### src/kline_host_consts.vh
`ifndef KLINE_HOST_CONSTS_VH
`define KLINE_HOST_CONSTS_VH

// Clock period in picoseconds (250 MHz).
`define CLK_PERIOD_PS 4000
// Least width of the select high pulse that clears a latched fault, in ns (one microsecond).
`define SEL_PULSE_MIN_NS 1000
// Cycles for that pulse, rounded up, at least one.
`define SEL_PULSE_CYC (((`SEL_PULSE_MIN_NS * 1000) + `CLK_PERIOD_PS - 1) / `CLK_PERIOD_PS)
// Extra cycles the clear pulse is held beyond the minimum.
`define SEL_PULSE_MARGIN 1
// Cycles the line is allowed to settle before echo compare starts.
`define ECHO_SETTLE_CYC 8

`endif

### src/pulse_timer.v
`timescale 1ns/1ps
`default_nettype none
`include "kline_host_consts.vh"

// Down counter that reports done once the loaded count has elapsed.
module pulse_timer #(
  parameter WIDTH = 8
) (
  // Clock and control
  input  wire             ref_clk,
  input  wire             rst_n,
  input  wire             clkEn,
  // Load and status
  input  wire             load,
  input  wire [WIDTH-1:0] loadValue,
  output wire             done
);
  reg [WIDTH-1:0] count_reg;

  always @(posedge ref_clk) begin
    if (!rst_n) begin
      count_reg <= {WIDTH{1'b0}};
    end else if (clkEn) begin
      if (load) begin
        count_reg <= loadValue;
      end else if (count_reg != {WIDTH{1'b0}}) begin
        count_reg <= count_reg - {{(WIDTH-1){1'b0}}, 1'b1};
      end
    end
  end

  assign done = (count_reg == {WIDTH{1'b0}}) && !load;
endmodule
`default_nettype wire

### src/kline_host_ctrl.v
`timescale 1ns/1ps
`default_nettype none
`include "kline_host_consts.vh"

// Behaviour
// - Fault clears on a select high pulse of at least one microsecond.
// - Host holds select high whenever it is receiving.
// - Host compares receive against transmit while sending; mismatch is a bus problem.
// - Tying select and transmit together disables short detection.
module kline_host_ctrl #(
  parameter TW = 8
) (
  // Clock, enable and reset
  input  wire ref_clk,
  input  wire rst_n,
  input  wire clkEn,
  // User side
  input  wire txEnable,
  input  wire txData,
  input  wire noShortDetect,
  input  wire faultClearReq,
  output reg  rxData,
  output reg  busy,
  output reg  faultSeen,
  output reg  echoError,
  // Transceiver pins
  input  wire rxPin,
  input  wire fault_n,
  output reg  txPin,
  output reg  select_n
);
  // State codes of the controller.
  localparam [2:0] ST_IDLE  = 3'h0;
  localparam [2:0] ST_TX    = 3'h1;
  localparam [2:0] ST_CLEAR = 3'h2;
  localparam [2:0] ST_FAULT = 3'h3;

  // Counts are reckoned as integers, then cut to the timer width on purpose.
  localparam integer  CLEAR_CYC_INT  = `SEL_PULSE_CYC + `SEL_PULSE_MARGIN;
  localparam integer  SETTLE_CYC_INT = `ECHO_SETTLE_CYC;
  localparam [TW-1:0] CLEAR_CYC      = CLEAR_CYC_INT[TW-1:0];
  localparam [TW-1:0] SETTLE_CYC     = SETTLE_CYC_INT[TW-1:0];

  // Controller state and the shared timer.
  reg  [2:0]    state_reg;
  reg  [2:0]    state_next;
  reg           timerLoad;
  reg  [TW-1:0] timerValue;
  wire          timerDone;
  // Next values of the registered outputs.
  reg           txPin_next;
  reg           select_next;
  reg           rxData_next;
  reg           busy_next;
  reg           faultSeen_next;
  reg           echoError_next;
  // Decoded conditions.
  wire          faultActive;
  wire          txStart;
  wire          txEdge;
  wire          echoWindow;
  wire          echoMismatch;

  // One timer serves both the echo settle time and the clear pulse.
  pulse_timer #(
    .WIDTH (TW)
  ) u_pulse_timer (
    .ref_clk   (ref_clk),
    .rst_n     (rst_n),
    .clkEn     (clkEn),
    .load      (timerLoad),
    .loadValue (timerValue),
    .done      (timerDone)
  );

  // The transceiver shows a latched fault by pulling its open-drain pin low.
  assign faultActive  = !fault_n;
  assign txStart      = (state_reg == ST_IDLE) && txEnable && !faultActive;
  assign txEdge       = (state_reg == ST_TX) && (txPin != txData);
  // The line needs time to follow each edge, so echo is judged only after it.
  assign echoWindow   = (state_reg == ST_TX) && timerDone && !timerLoad;
  assign echoMismatch = (rxPin != txPin);

  // A latched fault always wins over a new or running transmission.
  always @* begin
    state_next = state_reg;
    timerLoad  = 1'b0;
    timerValue = SETTLE_CYC;
    case (state_reg)
      ST_IDLE: begin
        // A fault left over from reception is handled before any transmit.
        if (faultActive) begin
          state_next = ST_FAULT;
        end else if (txEnable) begin
          state_next = ST_TX;
          timerLoad  = 1'b1;
        end
      end
      ST_TX: begin
        if (faultActive) begin
          state_next = ST_FAULT;
        end else if (!txEnable) begin
          // Dropping back to idle raises select before any reception.
          state_next = ST_IDLE;
        end else if (txEdge) begin
          timerLoad = 1'b1;
        end
      end
      ST_FAULT: begin
        // The device latch clears on select high alone; the request ends the wait.
        if (faultClearReq) begin
          state_next = ST_CLEAR;
          timerLoad  = 1'b1;
          timerValue = CLEAR_CYC;
        end
      end
      ST_CLEAR: begin
        // Select stays high for the whole count, so the device latch is released.
        if (timerDone) begin
          state_next = ST_IDLE;
        end
      end
      default: begin
        state_next = ST_IDLE;
      end
    endcase
  end

  // Every state but transmit parks in receive mode with the driver off.
  always @* begin
    txPin_next  = 1'b1;
    select_next = 1'b1;
    if (state_next == ST_TX) begin
      txPin_next  = txData;
      // Tied select lets a high bit also drop to receive, so no short is flagged.
      select_next = noShortDetect ? txData : 1'b0;
    end
  end

  // The echo flag holds until the next transmission starts.
  always @* begin
    rxData_next    = rxPin;
    busy_next      = (state_next != ST_IDLE);
    faultSeen_next = (state_next == ST_FAULT) || (state_next == ST_CLEAR);
    echoError_next = echoError;
    if (txStart) begin
      echoError_next = 1'b0;
    end else if (echoWindow && echoMismatch) begin
      echoError_next = 1'b1;
    end
  end

  // Outside reset, every register holds still while the clock enable is low.
  always @(posedge ref_clk) begin
    if (!rst_n) begin
      state_reg <= ST_IDLE;
    end else if (clkEn) begin
      state_reg <= state_next;
    end
  end

  // Reset parks the pins in receive mode with the driver off.
  always @(posedge ref_clk) begin
    if (!rst_n) begin
      txPin <= 1'b1;
    end else if (clkEn) begin
      txPin <= txPin_next;
    end
  end

  always @(posedge ref_clk) begin
    if (!rst_n) begin
      select_n <= 1'b1;
    end else if (clkEn) begin
      select_n <= select_next;
    end
  end

  // The receive pin is already synchronous, so one register suffices.
  always @(posedge ref_clk) begin
    if (!rst_n) begin
      rxData <= 1'b1;
    end else if (clkEn) begin
      rxData <= rxData_next;
    end
  end

  // Busy covers fault and clear so the user holds off new requests.
  always @(posedge ref_clk) begin
    if (!rst_n) begin
      busy <= 1'b0;
    end else if (clkEn) begin
      busy <= busy_next;
    end
  end

  always @(posedge ref_clk) begin
    if (!rst_n) begin
      faultSeen <= 1'b0;
    end else if (clkEn) begin
      faultSeen <= faultSeen_next;
    end
  end

  // Sticky, so a short mismatch is not lost between user polls.
  always @(posedge ref_clk) begin
    if (!rst_n) begin
      echoError <= 1'b0;
    end else if (clkEn) begin
      echoError <= echoError_next;
    end
  end
endmodule
`default_nettype wire

### config.mk
export PLATFORM = sky130hd
export DESIGN_NAME = kline_host_ctrl
export DESIGN_NICKNAME = d
export VERILOG_FILES = /design/src/pulse_timer.v /design/src/kline_host_ctrl.v
export VERILOG_INCLUDE_DIRS = /design/src /design/src/src
export SDC_FILE = /design/constraint.sdc
export NUM_CORES = 1
export LEC_CHECK = 0
export BUFFER_PORTS_ARGS = -buffer_cell sky130_fd_sc_hd__buf_2
export CAP_MARGIN = 40
export CORE_MARGIN = 2
export CORE_UTILIZATION = 35
export CTS_CLUSTER_DIAMETER = 150
export DETAILED_ROUTE_END_ITERATION = 10
export HOLD_SLACK_MARGIN = 0.05
export SLEW_MARGIN = 5
export SYNTH_ARGS = -nofsm -noshare
export SYNTH_HDL_FRONTEND = slang
export SYNTH_SLANG_ARGS = --single-unit
export TNS_END_PERCENT = 5
### constraint.sdc
create_clock -name ref_clk -period 2.17 [get_ports ref_clk]
set_input_delay 0.5425 -clock ref_clk [delete_from_list [all_inputs] [get_ports ref_clk]]
set_output_delay 0.5425 -clock ref_clk [all_outputs]
set_load 0.02 [all_outputs]
==> impl_summary.md, run 1 <==
STA
After layout, the worst setup slack is 0.445 ns. Setup violations remaining at the end of the flow were counted as 0. On the final layout, the worst clock skew is 0.00346 ns. The worst pin sits at a relative slew slack of 76.6%.

The number of hold violations in the final report is 0. For the pin with the worst max-slew slack, the measured transition is 0.347 ns. Static timing analysis puts the maximum clock frequency at 0.580 GHz. The count of final max-slew check failures is 0. Subtracting the final worst setup slack from the clock period gives 1.73 ns.

For the final routed database, the setup TNS stands at 0 ns. After layout, the worst path uses 79.5% of the clock period. Setup repair after global routing left no endpoint under its margin.

Clock tree
TritonCTS built the clock tree. The setup fix buffers added after clock tree synthesis is 0. The maximum count of clock buffers along a single path is 2. The quantity of hold-fixing buffers added after cts is 0. The number of clock sinks is 17.

The number of clock buffers added by TritonCTS is 3. The post-cts sizing count is 0. In this run the number of H-tree levels came out at 1. The clock reaches the later pin of the worst-skew pair after 0.29 ns. The clock root buffer is sky130_fd_sc_hd__clkbuf_4.

The CTS clock-pin slew for the worst setup and hold paths is roughly 0.11 ns.

Yosys
In this run, distinct cell masters in the synthesized netlist total 40. Sorting the synthesized cells by area gives the leading types as sky130_fd_sc_hd__dfxtp_1, sky130_fd_sc_hd__a21oi_1, sky130_fd_sc_hd__nor2_1. Among all flip-flop cells after synthesis, the most frequent one is sky130_fd_sc_hd__dfxtp_1. The post-synthesis async set-or-reset flop share is 0%. The dominant cell type by area after synthesis is sky130_fd_sc_hd__dfxtp_1. Synthesis produced a netlist with a net count of 121. The sequential fraction of the synthesis area is about a third. In this run, synthesis inferred 0 flip-flops with an integrated enable. Averaged over all synthesized cells, the footprint is 8.84 µm². The share of synthesized area in the top cell type comes to 35.0%. The summed instance area of the synthesized netlist is 972 µm². The count of warnings emitted by yosys is 0. The cell count after synthesis came out at 110. The register bit count reported by yosys is 17.

Final layout
The number of diodes is 0. The layout net count is 139. The library cell used most frequently in the layout, excluding fill and tap cells, is sky130_fd_sc_hd__dfxtp_1. With fillers left out, the area of the finished cells amounts to 1110 µm².

The layout cell share with drive strength beyond 1 is 21.3%. The area overhead of the layout relative to synthesis is 14.0%. The flip-flop count of the largest register after layout is 8. Cells fill between 40 and 50% of the core in the end. Leaving out fill and tap cells, the most frequent cells in the layout are sky130_fd_sc_hd__dfxtp_1, sky130_fd_sc_hd__buf_2, sky130_fd_sc_hd__nor2_1, sky130_fd_sc_hd__a21oi_1, sky130_fd_sc_hd__nand2_1.

Critical path
The worst setup path is captured at a register. The worst setup path is launched from a register. Data on the critical path is required at its endpoint by 2.36 ns. The critical path in this run is classified as reg -> reg. The peak fanout along the critical path is 9. Data arrives at the worst endpoint at about 1.9 ns.

Pwr
Combinational cells account for 35.7% of the total power. For this design the total switching power over the nets is 339 µW. The sequential cell fraction of total power is 44.8%. In this run, the clock network consumes between 15 and 20% of the power. The cell-internal power is roughly 560 µW. Power spread over the standard cell area amounts to 810 nW/µm². In this run the static leakage power is 0.442 nW.

Across the VDD grid, the largest voltage drop is between 400 and 500 µV. The fraction of power spent switching nets is 37.7%.

Drt
The post-detailed-route DRC marker count is 0. The length of the first detailed-routing pass in iterations is 4. Across all layers, the routed design uses 855 vias. In the routed layout, each cell is associated on average with a via count of around 5.4. The violation count after the first detailed-route iteration is 22.

The antenna violation net count after detailed routing is 0. The total detailed-routing wirelength is 2.19 mm. The wire length per cell after detailed routing is about 14 µm.

Global route
The largest net degree at the start of global routing is 14. The final global-route overflow total is 0. The wire length of the first global-routing pass is 3.74 mm. The via count of the first global-routing pass is about 860. The number of antenna violations at the first check in global routing is 0. The overall routing resource usage is 14.5%.

Run
The count of maximum capacitance violations is 0.

Floorplanning
In this run the core area contains 19 standard-cell rows. The height of the chip is 56.7 µm. The initial utilization of the core area, before any placement, comes to between 30% and 40%. The total area inside the core boundary comes to 2690 µm². The width of the die is 56.7 µm. The I/O pin count is 15. The die covers approximately 3200 µm².

Hold path
The tightest min-delay check is of the reg -> reg type.

Place
Detailed placement ended at an HPWL of 1.69 mm. The setup slack at placement is 0.255 ns. The cell area reported after detailed placement is 1080 µm². The count of buffers from port buffering is 14. The placer's final routability congestion estimate is 0.856.

Status
The run finished with clean final reports.
[path summary, 6_finish.rpt]
| check | slack (ns) | endpoint | depth (start not counted) | start |
|---|---|---|---|---|
| worst min-delay path | 0.48 | rxData$_SDFFE_PN1P_ | 2 | rxData$_SDFFE_PN1P_ |
| worst min register to register | 0.48 | rxData$_SDFFE_PN1P_ | 2 | rxData$_SDFFE_PN1P_ |
| worst max-delay path | 0.44 | u_pulse_timer.count_reg[5]$_SDFFE_PN0P_ | 5 | state_reg[1]$_SDFFE_PN0P_ |
| worst max register to register | 0.44 | u_pulse_timer.count_reg[5]$_SDFFE_PN0P_ | 5 | state_reg[1]$_SDFFE_PN0P_ |
[per-layer routing]
| layer | up-vias | GRT usage (%) | routed length (µm) |
|---|---|---|---|
| met4 | 0 | 2.04 | 13 |
| met1 | 404 | 17.9 | 1030 |
| met5 | - | 0 | 0 |
| met3 | 2 | 4.38 | 75 |
| li1 | 437 | - | - |
| met2 | 12 | 25.4 | 1070 |
[power by group through the flow]
| stage | Clock, mW | Sequential (mW) | Combinational (mW) |
|---|---|---|---|
| finish | 0.175 | 0.403 | 0.321 |
| detailed placement | 0 | 0.408 | 0.318 |
| CTS | 0.186 | 0.401 | 0.321 |
| global placement | 0 | 0.408 | 0.311 |
| floorplan | 0 | 0.405 | 0.246 |
| global route | 0.193 | 0.408 | 0.356 |
[worst max-delay path, stage by stage (launching register included)]
cell,delay [ns]
sky130_fd_sc_hd__dfxtp_1,0.39
sky130_fd_sc_hd__nand4bb_4,0.30
sky130_fd_sc_hd__a21o_1,0.21
sky130_fd_sc_hd__a41oi_1,0.33
sky130_fd_sc_hd__a21oi_1,0.15
sky130_fd_sc_hd__o221a_1,0.25
[cells in the mapped netlist (2+ instances only)]
master / count
sky130_fd_sc_hd__o21a_1: 3
sky130_fd_sc_hd__xnor2_1: 2
sky130_fd_sc_hd__clkbuf_1: 2
sky130_fd_sc_hd__inv_1: 6
sky130_fd_sc_hd__a21oi_1: 9
sky130_fd_sc_hd__ha_1: 2
sky130_fd_sc_hd__nand2_1: 8
sky130_fd_sc_hd__nor2_1: 11
sky130_fd_sc_hd__and3_1: 2
sky130_fd_sc_hd__o21ai_0: 7
sky130_fd_sc_hd__a211oi_1: 2
sky130_fd_sc_hd__dfxtp_1: 17
sky130_fd_sc_hd__nor3_1: 2
sky130_fd_sc_hd__a31oi_1: 3
sky130_fd_sc_hd__o221a_1: 3
sky130_fd_sc_hd__nand2b_1: 2
sky130_fd_sc_hd__a41oi_1: 2
sky130_fd_sc_hd__xor2_1: 2
sky130_fd_sc_hd__nor2b_1: 4
[through the flow]
step           std cells  power, mW  hold slack (ns)
2_1_floorplan        110      0.651            0.491
3_3_place_gp         154      0.719            0.449
3_5_place_dp         154      0.726            0.458
4_1_cts              158      0.909            0.486
5_1_grt              158      0.957            0.510
6_report             158      0.898            0.479
[cell type report]
type                            count  area [µm²]
Timing Repair Buffer               15        77.6
Clock buffer                        3        22.5
Multi-Input combinational cell     85         602
Tap cell                           31        38.8
Sequential cell                    17         340
Inverter                            6        22.5
Clock inverter                      1        5.00
Fill cell                         277        1580
[cells by family after synthesis]
family | count (synthesis) | synth area share, %
xor gates and xnor gates | 4 | 3.60
and+or+nand+nor | 39 | 25.2
AOI/OAI and AO/OA | 39 | 29.5
DFF | 17 | 35.0
buffers and inverters | 8 | 3.09
adders and majority gates | 2 | 2.57
muxes | 1 | 1.03
(Power assumes the default switching activity.)
==> run 2, diff against run 1 <==
==> constraint.sdc (replaced) <==
create_clock -name ref_clk -period 1.5 [get_ports ref_clk]
set_input_delay 0.375 -clock ref_clk [delete_from_list [all_inputs] [get_ports ref_clk]]
set_output_delay 0.375 -clock ref_clk [all_outputs]
set_load 0.02 [all_outputs]
==> impl_summary.md, run 2 (synthesis gave the netlist of run 1 again) <==
STA
The total setup violations reported at the end of the flow came to 10 (was 0). The worst hold slack came to 0.325 ns (was 0.479 ns). The tightest slew margin relative to the limit is 75.9% (was 76.6%). The shortest period the worst path allows was 1.60 ns (was 1.73 ns). The least setup slack across all paths after layout is -0.0977 ns (was 0.445 ns). RSZ-0062 raised after global routing: yes (was no). The slew of the pin with the lowest slew margin was 0.360 ns (was 0.347 ns). The setup skew after layout came to 0.0132 ns (was 0.00346 ns). The share of the cycle needed by the critical path after routing is 107% (was 79.5%). The number of hold violations in the final report came to 0 (unchanged). The count of final max-slew check failures was 0 (unchanged). The highest clock frequency the design can meet came to 0.626 GHz (was 0.580 GHz).

Pwr
The maximum vdd drop is 721 µV (was 458 µV). The final total power was 1.47 mW (was 898 µW). The power density over cell area is 1120 nW/µm² (was 810 nW/µm²). The static leakage is 0.563 nW (was 0.442 nW).

Floorplanning
The I/O pin count is 15 (unchanged). The area of the die was 3220 µm² (unchanged). The number of standard-cell rows in the floorplan came to 19 (unchanged). The width of the die is 56.7 µm (unchanged). The area of the core is 2690 µm² (unchanged).

The height of the chip is 56.7 µm (unchanged). The initial core utilization is 36.2% (unchanged).

Hold path
The startpoint of the most critical hold path is rxPin (was rxData$_SDFFE_PN1P_). The kind of path behind the tightest hold check was in -> reg (was reg -> reg).

Final layout
The number of diodes was 0 (unchanged). The final standard cell utilization of the core came to 49.2% (was 41.3%). Most frequent cells in the layout: sky130_fd_sc_hd__buf_4, sky130_fd_sc_hd__buf_2, sky130_fd_sc_hd__nor2_1, sky130_fd_sc_hd__dfxtp_1, sky130_fd_sc_hd__a21oi_1 (was sky130_fd_sc_hd__dfxtp_1, sky130_fd_sc_hd__buf_2, sky130_fd_sc_hd__nor2_1, sky130_fd_sc_hd__a21oi_1, sky130_fd_sc_hd__nand2_1). The layout net count is 164 (was 139). The area overhead of the layout relative to synthesis was 35.9% (was 14.0%).

The number of standard cells in the final layout excluding fillers is 183 (was 158). The commonest non-fill, non-tap cell in the layout was sky130_fd_sc_hd__buf_4 (was sky130_fd_sc_hd__dfxtp_1). The layout cell share with drive strength beyond 1 is 39.5% (was 21.3%). The flip-flop count of the largest register after layout is 8 (unchanged).

Clock tree
The number of clock sinks is 17 (unchanged). The maximum count of clock buffers along a single path came to 2 (unchanged). The quantity of hold-fixing buffers added after cts came to 0 (unchanged). The H-tree depth is 1 (unchanged). The total clock buffers created by CTS was 3 (unchanged). The CTS tree is done (unchanged). The CTS clock-pin slew for the worst setup and hold paths is 0.11 ns (about the same). The source-to-sink clock delay at the later pin of the worst-skew pair came to 0.31 ns (was 0.29 ns). The clock root buffer is sky130_fd_sc_hd__clkbuf_4 (unchanged).

Global route
The via count of the first global-routing pass is 970 (was 857). The wire length of the first global-routing pass was 4.24 mm (was 3.74 mm). The largest net degree at the start of global routing is 14 (unchanged). The final global-route overflow total was 0 (unchanged). The overall routing resource usage is 16.9% (was 14.5%).

The number of antenna violations at the first check in global routing was 0 (unchanged).

Critical path
The source of the worst register-to-register timing path is u_pulse_timer.count_reg[2]$_SDFFE_PN0P_ (was state_reg[1]$_SDFFE_PN0P_). The critical path class is reg -> reg (unchanged). The peak fanout along the critical path is 7 (was 9).

The worst stage delay on the critical path is 0.37 ns (was 0.39 ns). The slowest stage cell on the critical path is sky130_fd_sc_hd__nor4_4 (was sky130_fd_sc_hd__dfxtp_1). The required arrival time at the worst endpoint is 1.71 ns (was 2.36 ns). The element type at the critical path start is a register (unchanged).

The launch point of the worst path is u_pulse_timer.count_reg[2]$_SDFFE_PN0P_ (was state_reg[1]$_SDFFE_PN0P_). The critical path data arrival time is 1.81 ns (was 1.92 ns). The sort of element at the end of the critical path is a register (unchanged). The register-to-register setup slack is -0.1 ns (was 0.44 ns). Cell Chain, Critical Path: nor4_4 -> nand4_2 -> o21ai_4 -> a21oi_1 -> o221a_1 (was nand4bb_4 -> a21o_1 -> a41oi_1 -> a21oi_1 -> o221a_1).

Place
The sum of net half-perimeters after detailed placement is 1.85 mm (was 1.69 mm). The number of placed instances, taps included is 178 (was 154). The placer's final routability congestion estimate was 0.848 (was 0.856). The count of buffers from port buffering came to 14 (unchanged). The setup slack at placement came to -0.178 ns (was 0.255 ns).

Run
The count of maximum capacitance violations is 0 (unchanged).

Drt
The post-detailed-route DRC marker count is 0 (unchanged). The mean number of vias per cell is 5.33 (was 5.41). The violation count after the first detailed-route iteration is 10 (was 22). The total number of vias was 976 (was 855).

The wire length per cell after detailed routing is 13.3 µm (was 13.9 µm). The length of the first detailed-routing pass in iterations is 4 (unchanged). The total detailed-routing wirelength was 2.43 mm (was 2.19 mm). The antenna violation net count after detailed routing is 0 (unchanged).

Status
Run status: finished, violations left (was completed). The checks that failed: setup timing.
## run 2: cell types whose count changed in the layout (fill, tap and decap cells not counted), sizes merged
cell	change
clkinv	-1
clkbuf	+1
buf	+25
## run 2: per-layer routing
| layer | share of wire (%) | up-vias | routed length [µm] | global-route usage (%) |
|---|---|---|---|---|
| li1 | - | 485 | - | - |
| met1 | 44 | 469 | 1080 | 19.4 |
| met4 | 1.4 | 0 | 34 | 6.80 |
| met3 | 4.7 | 5 | 114 | 5.07 |
| met2 | 49 | 17 | 1200 | 29.1 |
| met5 | 0 | - | 0 | 0 |
## run 2: through the flow
| step | setup TNS (ns) | cell area (µm²) |
|---|---|---|
| 2_1_floorplan | -0.0101 | 977 |
| 3_3_place_gp | -0.771 | 1270 |
| 6_report | -0.542 | 1320 |
| 3_5_place_dp | -1.01 | 1270 |
| 5_1_grt | -1.49 | 1320 |
| 4_1_cts | -0.476 | 1310 |
## run 2: worst max-delay path: cells and delay by family, from the launching register on
family,cells,cell delay [ns]
flip-flops,1,0.35
AO/OA/AOI/OAI,3,0.57
AND/OR/NAND/NOR,2,0.58
## run 2: power breakdown
group          total (mW)  internal, mW  switching, mW  leakage (nW)
combinational       0.643         0.318          0.325         0.406
clock               0.264         0.104          0.160        0.0150
sequential          0.566         0.514         0.0527         0.142
total                1.47         0.936          0.538         0.563
## run 2: timing repair
item | in CTS | in global routing
pin swaps | 0 | 6
buffers inserted | 0 | 1
gates resized for setup | 5 | 2
endpoints found under the setup margin | 12 | 12
## run 2: worst paths after layout
path	endpoint	depth (start not counted)
worst max-delay path	u_pulse_timer.count_reg[6]$_SDFFE_PN0P_	5
worst min-delay path	rxData$_SDFFE_PN1P_	3
worst max register to register	u_pulse_timer.count_reg[6]$_SDFFE_PN0P_	5
worst min register to register	rxData$_SDFFE_PN1P_	2
## run 2: layout make-up
cell class                      instances  area (µm²)
Tap cell                               31        38.8
Timing Repair Buffer                   40         265
Inverter                                6        22.5
Multi-Input combinational cell         85         618
Sequential cell                        17         350
Clock buffer                            4        26.3
Fill cell                             272        1370
